### src/core/mirc_regs.svh
// Register offsets, field positions, reset values and counts of the
// MAC interrupt and receive class register slice.
// Assumes byte addresses on a 32-bit word-aligned register port.
`ifndef MIRC_REGS_SVH
`define MIRC_REGS_SVH

// Word offsets on the register port.
`define MIRC_OFF_RAW      8'h00
`define MIRC_OFF_MASKED   8'h04
`define MIRC_OFF_EN_SET   8'h08
`define MIRC_OFF_EN_CLR   8'h0c
`define MIRC_OFF_CLASS    8'h10

// Interrupt source bit positions.
`define MIRC_BIT_HOST     1
`define MIRC_BIT_STAT     0

// Receive class field positions.
`define MIRC_BIT_KEEP_FCS 30
`define MIRC_BIT_QOS      29
`define MIRC_BIT_SINGLE   28
`define MIRC_BIT_CP_CTRL  24
`define MIRC_BIT_CP_SHORT 23
`define MIRC_BIT_CP_ERR   22
`define MIRC_BIT_CP_ALL   21
`define MIRC_LSB_PROM_CH  16
`define MIRC_BIT_BC_EN    13
`define MIRC_LSB_BC_CH    8
`define MIRC_BIT_MC_EN    5
`define MIRC_LSB_MC_CH    0

// Reset values and writable bits.
`define MIRC_RST_ENABLE   2'h0
`define MIRC_RST_CLASS    32'h0000_0000
`define MIRC_CLASS_WMASK  32'h71e7_2727

// Length of the frame check sequence in bytes.
`define MIRC_FCS_BYTES    16'h0004

`endif

### src/core/mirc_pkg.sv
// Types shared by the MAC interrupt and receive class register slice.
// Assumes nothing beyond a SystemVerilog compiler.
`default_nettype none

package mirc_pkg;

    // Receive filter controls decoded from the class register.
    typedef struct packed {
        logic       keep_rx_fcs;
        logic       rx_qos_enable;
        logic       rx_single_buffer;
        logic       copy_control_frames;
        logic       copy_short_frames;
        logic       copy_error_frames;
        logic       copy_all_frames;
        logic [2:0] promisc_channel;
        logic       bcast_accept_enable;
        logic [2:0] bcast_channel;
        logic       mcast_accept_enable;
        logic [2:0] mcast_channel;
    } mirc_rx_ctrl_t;

    // A received frame offered for a storage decision.
    typedef struct packed {
        logic        valid;
        logic        is_control;
        logic        is_pause;
        logic [15:0] byte_count;
        logic [15:0] buf_len;
    } mirc_frame_in_t;

    // The storage decision for one frame.
    typedef struct packed {
        logic        valid;
        logic        store;
        logic        control_flag;
        logic        pause_act;
        logic [15:0] stored_bytes;
        logic [15:0] reported_len;
    } mirc_frame_out_t;

endpackage

`default_nettype wire

### src/core/mirc_top.sv
// MAC interrupt registers and receive class register with a per-frame
// storage decision stage.
// Assumes a one-cycle register port and synchronous event inputs.
`include "mirc_regs.svh"
`default_nettype none

module mirc_top (
    // Clock and reset.
    input  wire logic                      CLOCK,
    input  wire logic                      RSTN,
    // Register port.
    input  wire logic [7:0]                REG_ADDR,
    input  wire logic [31:0]               REG_WDATA,
    input  wire logic                      REG_WR,
    input  wire logic                      REG_RD,
    output var  logic [31:0]               REG_RDATA,
    // Event inputs from the MAC.
    input  wire logic                      HOST_ERROR_PENDING,
    input  wire logic                      STATS_EVENT_PENDING,
    // Interrupt request.
    output var  logic                      MAC_IRQ,
    // Receive filter controls.
    output var  mirc_pkg::mirc_rx_ctrl_t   RX_CTRL,
    // Frame decision stage.
    input  wire mirc_pkg::mirc_frame_in_t  FRAME_IN,
    output var  mirc_pkg::mirc_frame_out_t FRAME_OUT
);
    import mirc_pkg::*;

    // Length after the optional removal of the check sequence.
    function automatic logic [15:0] data_len(input logic [15:0] cnt,
                                             input logic        keep);
        logic [15:0] res;
        res = cnt;
        if (!keep) begin
            res = (cnt < `MIRC_FCS_BYTES) ? 16'h0000
                                          : 16'(cnt - `MIRC_FCS_BYTES);
        end
        return res;
    endfunction

    // Smaller of two byte counts.
    function automatic logic [15:0] min16(input logic [15:0] a,
                                          input logic [15:0] b);
        return (a < b) ? a : b;
    endfunction

    logic            rst_meta_r;
    logic            rst_sync_r;
    logic            rstn_s;
    logic [1:0]      raw_r;
    logic [1:0]      raw_nxt;
    logic [1:0]      en_r;
    logic [1:0]      en_nxt;
    logic [1:0]      masked;
    logic            irq_r;
    logic            irq_nxt;
    logic [31:0]     class_r;
    logic [31:0]     class_nxt;
    logic [31:0]     rdata_r;
    logic [31:0]     rdata_nxt;
    mirc_frame_out_t fout_r;
    mirc_frame_out_t fout_nxt;

    // Reset release through two flops; only the second is used.
    always_ff @(posedge CLOCK or negedge RSTN) begin
        if (!RSTN) begin
            rst_meta_r <= 1'b0;
            rst_sync_r <= 1'b0;
        end else begin
            rst_meta_r <= 1'b1;
            rst_sync_r <= rst_meta_r;
        end
    end
    assign rstn_s = rst_sync_r;

    // Interrupt state: sources are levels held by the MAC, so raw
    // status simply samples them; there is nothing here to clear.
    assign masked = raw_r & en_r;
    always_comb begin
        raw_nxt[`MIRC_BIT_HOST] = HOST_ERROR_PENDING;
        raw_nxt[`MIRC_BIT_STAT] = STATS_EVENT_PENDING;
        en_nxt  = en_r;
        if (REG_WR && REG_ADDR == `MIRC_OFF_EN_SET) begin
            en_nxt = en_r | REG_WDATA[1:0];
        end else if (REG_WR && REG_ADDR == `MIRC_OFF_EN_CLR) begin
            en_nxt = en_r & ~REG_WDATA[1:0];
        end
        irq_nxt = |masked;
    end

    always_ff @(posedge CLOCK or negedge rstn_s) begin
        if (!rstn_s) begin
            raw_r <= 2'h0;
            en_r  <= `MIRC_RST_ENABLE;
            irq_r <= 1'b0;
        end else begin
            raw_r <= raw_nxt;
            en_r  <= en_nxt;
            irq_r <= irq_nxt;
        end
    end

    // Class register: only the documented fields are writable, so
    // reserved positions can never hold anything but zero.
    always_comb begin
        class_nxt = class_r;
        if (REG_WR && REG_ADDR == `MIRC_OFF_CLASS) begin
            class_nxt = REG_WDATA & `MIRC_CLASS_WMASK;
        end
    end

    always_ff @(posedge CLOCK or negedge rstn_s) begin
        if (!rstn_s) begin
            class_r <= `MIRC_RST_CLASS;
        end else begin
            class_r <= class_nxt;
        end
    end

    // Read mux; unmapped addresses answer zero.
    always_comb begin
        rdata_nxt = 32'h0000_0000;
        if (REG_RD) begin
            case (REG_ADDR)
                `MIRC_OFF_RAW:    rdata_nxt = {30'h0, raw_r};
                `MIRC_OFF_MASKED: rdata_nxt = {30'h0, masked};
                `MIRC_OFF_EN_SET: rdata_nxt = {30'h0, en_r};
                `MIRC_OFF_EN_CLR: rdata_nxt = {30'h0, en_r};
                `MIRC_OFF_CLASS:  rdata_nxt = class_r;
                default:          rdata_nxt = 32'h0000_0000;
            endcase
        end
    end

    always_ff @(posedge CLOCK or negedge rstn_s) begin
        if (!rstn_s) begin
            rdata_r <= 32'h0000_0000;
        end else begin
            rdata_r <= rdata_nxt;
        end
    end

    // Frame decision: one cycle from offer to answer. The stored byte
    // count is what lands in memory; the reported length is what the
    // end descriptor carries, which in single buffer mode may exceed
    // what was stored.
    always_comb begin
        logic [15:0] len;
        len = data_len(FRAME_IN.byte_count, RX_CTRL.keep_rx_fcs);
        fout_nxt              = '0;
        fout_nxt.valid        = FRAME_IN.valid;
        if (FRAME_IN.valid) begin
            fout_nxt.reported_len = len;
            fout_nxt.stored_bytes = len;
            if (RX_CTRL.rx_single_buffer) begin
                fout_nxt.stored_bytes = min16(len, FRAME_IN.buf_len);
            end
            fout_nxt.store = !FRAME_IN.is_control
                           || RX_CTRL.copy_control_frames;
            fout_nxt.control_flag = FRAME_IN.is_control
                                  && RX_CTRL.copy_control_frames;
            // Pause handling does not depend on the copy setting.
            fout_nxt.pause_act = FRAME_IN.is_pause;
        end
    end

    always_ff @(posedge CLOCK or negedge rstn_s) begin
        if (!rstn_s) begin
            fout_r <= '0;
        end else begin
            fout_r <= fout_nxt;
        end
    end

    // Outputs; filter controls are direct taps of the class flops.
    assign REG_RDATA = rdata_r;
    assign MAC_IRQ   = irq_r;
    assign FRAME_OUT = fout_r;
    assign RX_CTRL.keep_rx_fcs         = class_r[`MIRC_BIT_KEEP_FCS];
    assign RX_CTRL.rx_qos_enable       = class_r[`MIRC_BIT_QOS];
    assign RX_CTRL.rx_single_buffer    = class_r[`MIRC_BIT_SINGLE];
    assign RX_CTRL.copy_control_frames = class_r[`MIRC_BIT_CP_CTRL];
    assign RX_CTRL.copy_short_frames   = class_r[`MIRC_BIT_CP_SHORT];
    assign RX_CTRL.copy_error_frames   = class_r[`MIRC_BIT_CP_ERR];
    assign RX_CTRL.copy_all_frames     = class_r[`MIRC_BIT_CP_ALL];
    assign RX_CTRL.promisc_channel     =
        class_r[`MIRC_LSB_PROM_CH +: 3];
    assign RX_CTRL.bcast_accept_enable = class_r[`MIRC_BIT_BC_EN];
    assign RX_CTRL.bcast_channel       = class_r[`MIRC_LSB_BC_CH +: 3];
    assign RX_CTRL.mcast_accept_enable = class_r[`MIRC_BIT_MC_EN];
    assign RX_CTRL.mcast_channel       = class_r[`MIRC_LSB_MC_CH +: 3];

endmodule

`default_nettype wire

### config.mk
export PLATFORM = sky130hd
export DESIGN_NAME = mirc_top
export DESIGN_NICKNAME = d
export VERILOG_FILES = /design/src/core/mirc_pkg.sv /design/src/core/mirc_top.sv
export VERILOG_INCLUDE_DIRS = /design/src /design/src/core
export SDC_FILE = /design/constraint.sdc
export NUM_CORES = 1
export LEC_CHECK = 0
export BUFFER_PORTS_ARGS = -buffer_cell sky130_fd_sc_hd__buf_2
export CORE_MARGIN = 4
export CORE_UTILIZATION = 51
export DETAILED_ROUTE_END_ITERATION = 7
export GPL_TIMING_DRIVEN = 0
export PLACE_DENSITY = 0.85
export SYNTH_ARGS = -nofsm -noshare
export SYNTH_HDL_FRONTEND = slang
export SYNTH_SLANG_ARGS = --single-unit
### constraint.sdc
create_clock -name CLOCK -period 4.4 [get_ports CLOCK]
set_clock_uncertainty 0.05 [all_clocks]
set_input_delay 0.22 -clock CLOCK [delete_from_list [all_inputs] [get_ports CLOCK]]
set_output_delay 0.22 -clock CLOCK [all_outputs]
set_load 0.01 [all_outputs]
==> run summary <==
number of H-tree levels -> 3
Post-Route WL -> 9.07 mm
Adder-Cell Fraction of Synth Area -> 5.22%
first-pass GRT wire length -> 14.4 mm
wire per inst -> 14.6 um
startpoint types -> register
antenna-violating nets left -> 0
Max Slew Vio Count -> 0
largest family of logic cells by synthesized area -> simple AND/OR/NAND/NOR gates
vias in the first global route -> 3145
ratio of cells with drive above 1 in the final layout -> 40.5%
pwr dens -> 317 nW/um^2
xor/xnor share of the synthesized area -> 0.457%
chip width -> 94.7 um
final worst slack -> 675 ps
Hold Path Cell Cnt -> 2
post-synthesis cell type count -> 56
Post-Layout Inst Area -> 4990 um^2
Hold WC Path Type -> in2reg
root buffer cell -> clkbuf_8
RSZ-0062 raised after global routing -> false
worst-margin pin slew -> 874 ps
Crit-path slowest cell -> dfrtp_1
Setup TNS -> 0 ps
Tcrit/Tclk final -> 84.7%
register bit total from synthesis -> 79
Multi-input gate area -> 1580 um^2
Yosys top cell area share -> 51.6%
Clk pin slew, worst setup/hold paths -> 90 ps
Post-synth EDFFs -> 0
GRT Total Usage -> 21.0%
First DRT Iteration DRCs -> 203
DR DRC count -> 0
cell family with most CP delay -> compound AO/OA/AOI/OAI gates
simple logic cell fraction of the synthesized area -> 15.5%
Crit path largest cell delay -> 390 ps
crit path time final -> 3720 ps
Mapped Cells -> 351
CTS max path bufs -> 2
WP depth -> 13
P&R area growth vs syn -> 30.3%
leading area contributor after synthesis -> dfrtp_1
async set or reset register ratio after synthesis -> 100%
worst skew pair latency -> 340 ps
Seq/Total Area, Yosys -> 51.6%
Critical Path, Cell by Cell -> buf_2 -> or3b_1 -> clkbuf_4 -> nor4b_4 -> buf_2 -> nor2_1 -> ha_1 -> a211oi_1 -> o21ai_0 -> a2111oi_0 -> o22a_1 -> buf_6 -> mux2_2
total number of vias -> 3035
max_cap viols -> 0
PortBufs -> 137
Initial Util -> 52.6%
Filler cells -> 606
leakage power -> 2.95 nW
Crit. End Element -> register
first drt pass iteration count -> 4
Storage cell area -> 1980 um^2
CTS buffer count -> 9
crit path kind -> reg2reg
io pins -> 168
Primary FF master, synth -> dfrtp_1
Syn Area/Cell -> 10.9 um^2
complex-gate fraction of the synthesized area -> 6.86%
synthesized area -> 3830 um^2
dpl cell area -> 4720 um^2
top post-synthesis cells by area -> dfrtp_1 (52%), mux2_2 (7.1%), ha_1 (5.2%)
vias per inst -> 4.87
critical path arrival -> 3890 ps
Syn. warnings -> 0
FF-to-FF path depth -> 13
hpwl dp -> 7.34 mm
peak supply drop -> 170 uV
CTS tree -> yes
final setup violation count -> 0
critical path peak fanout -> 10
final hold vios -> 0
Placement Setup Slack -> 644 ps
Crit path required time -> 4570 ps
Die Ht -> 94.7 um
final core occ -> 68.5%
fmax -> 0.268 GHz
antenna violations before repair -> 0
gp weighted congestion -> 1.01
Final nets -> 615
GRT Residual Overflow -> 0
clock sink total -> 79
setup bufs post-CTS -> 0
critical path buffer and inverter count -> 4
crit-path most repeated cell -> buf_2
largest net degree at the start of global routing -> 67
multiplexer area fraction after synthesis -> 11.6%
Core ar. -> 7290 um^2
Slew HR -> 41.2%
Die ar. -> 8970 um^2
status -> completed
FP Rows -> 31
[worst paths after layout]
path	start	endpoint	slack, ps
max in group asynchronous	rst_sync_r$_DFF_PN0_	FRAME_OUT[24]$_DFF_PN0_	3620
min	REG_ADDR[2]	register	40
min reg2reg	rst_sync_r$_DFF_PN0_	class_r[30]$_DFFE_PN0P_	120
min in group asynchronous	rst_sync_r$_DFF_PN0_	class_r[30]$_DFFE_PN0P_	120
max	class_r[30]$_DFFE_PN0P_	FRAME_OUT[16]$_DFF_PN0_	680
max reg2reg	class_r[30]$_DFFE_PN0P_	FRAME_OUT[16]$_DFF_PN0_	680
[cells in the final DEF (no fill, tap or decap), types with 3 or more instances in the layout]
master,instances
a21oi_1,13
and2_1,19
buf_2,142
buf_4,14
clkbuf_1,6
clkbuf_8,9
conb_1,15
dfrtp_1,78
dlygate4sd3_1,5
ha_1,16
inv_1,37
mux2_2,24
mux2i_1,16
nand2_1,35
nand4_1,4
nor2_1,19
nor3_1,5
nor4_1,3
o21ai_0,9
o41ai_1,3
or4_1,4
[cell type report]
type,instances,share of cell area [%]
clock inverters,6,1.83
diodes,1,0.0501
well taps,99,2.48
repair buffers,143,15.3
flip-flops and latches,79,39.7
multi-input cells,220,31.6
clock buffers,10,2.56
plain buffers,28,3.76
inverters,37,2.78
[cell usage after synthesis, drive strengths merged (7+ instances only)]
cell,instances
mux2i,16
clkbuf,7
mux2,25
inv,37
dfrtp,79
nor2,19
o21ai,9
nand2,36
ha,16
and2,19
buf,21
a21oi,13
[cell families (layout without fill, tap and decap cells)]
| kind of cell | count (synthesis) | in the layout |
|---|---|---|
| AOI/OAI and AO/OA | 39 | 39 |
| xor gates and xnor gates | 2 | 2 |
| adders and majority gates | 16 | 16 |
| buffers and inverters | 65 | 224 |
| DFF | 79 | 79 |
| muxes | 41 | 41 |
| other | 2 | 16 |
| and+or+nand+nor | 107 | 107 |
[per-stage QoR]
step | instances | hold slack [ps] | total power [W]
after CTS | 622 | 10.7 | 0.00160
after global routing | 622 | 30.6 | 0.00166
after floorplan | 364 | -126 | 0.000909
after detailed placement | 601 | -39.3 | 0.00101
after global placement | 600 | -45.3 | 0.000995
final | 623 | 41.3 | 0.00158
[per-layer routing]
metal / routed length [um] / up-vias / GRT usage, % / share of wire, %
li1: - / 1489 / - / -
met1: 3560 / 1429 / 25.3 / 39
met2: 4670 / 102 / 36.3 / 51
met3: 641 / 15 / 4.14 / 7.1
met4: 201 / 0 / 9.13 / 2.2
met5: 0 / - / 0 / 0
[power by group]
part	switching, W	internal, W
clock	0.000264	0.000324
sequential	0.0000145	0.000755
combinational	0.000125	0.000102
total	0.000404	0.00118
[repair_timing]
| action | 4_1_cts | 5_1_grt |
|---|---|---|
| setup endpoints to repair | 0 | 0 |
| endpoints found under the hold margin | 6 | 0 |
| resized for setup | 0 | 0 |
| hold buffers | 5 | 0 |
[registers in the layout (all words and copies together), names as in the netlist, named ones only]
name	cells
class_r	18
REG_RDATA	18
raw_r	2
rst_sync_r	1
FRAME_OUT	36
rst_meta_r	1
MAC_IRQ	1
No activity file was read; power rests on OpenSTA's default activity.
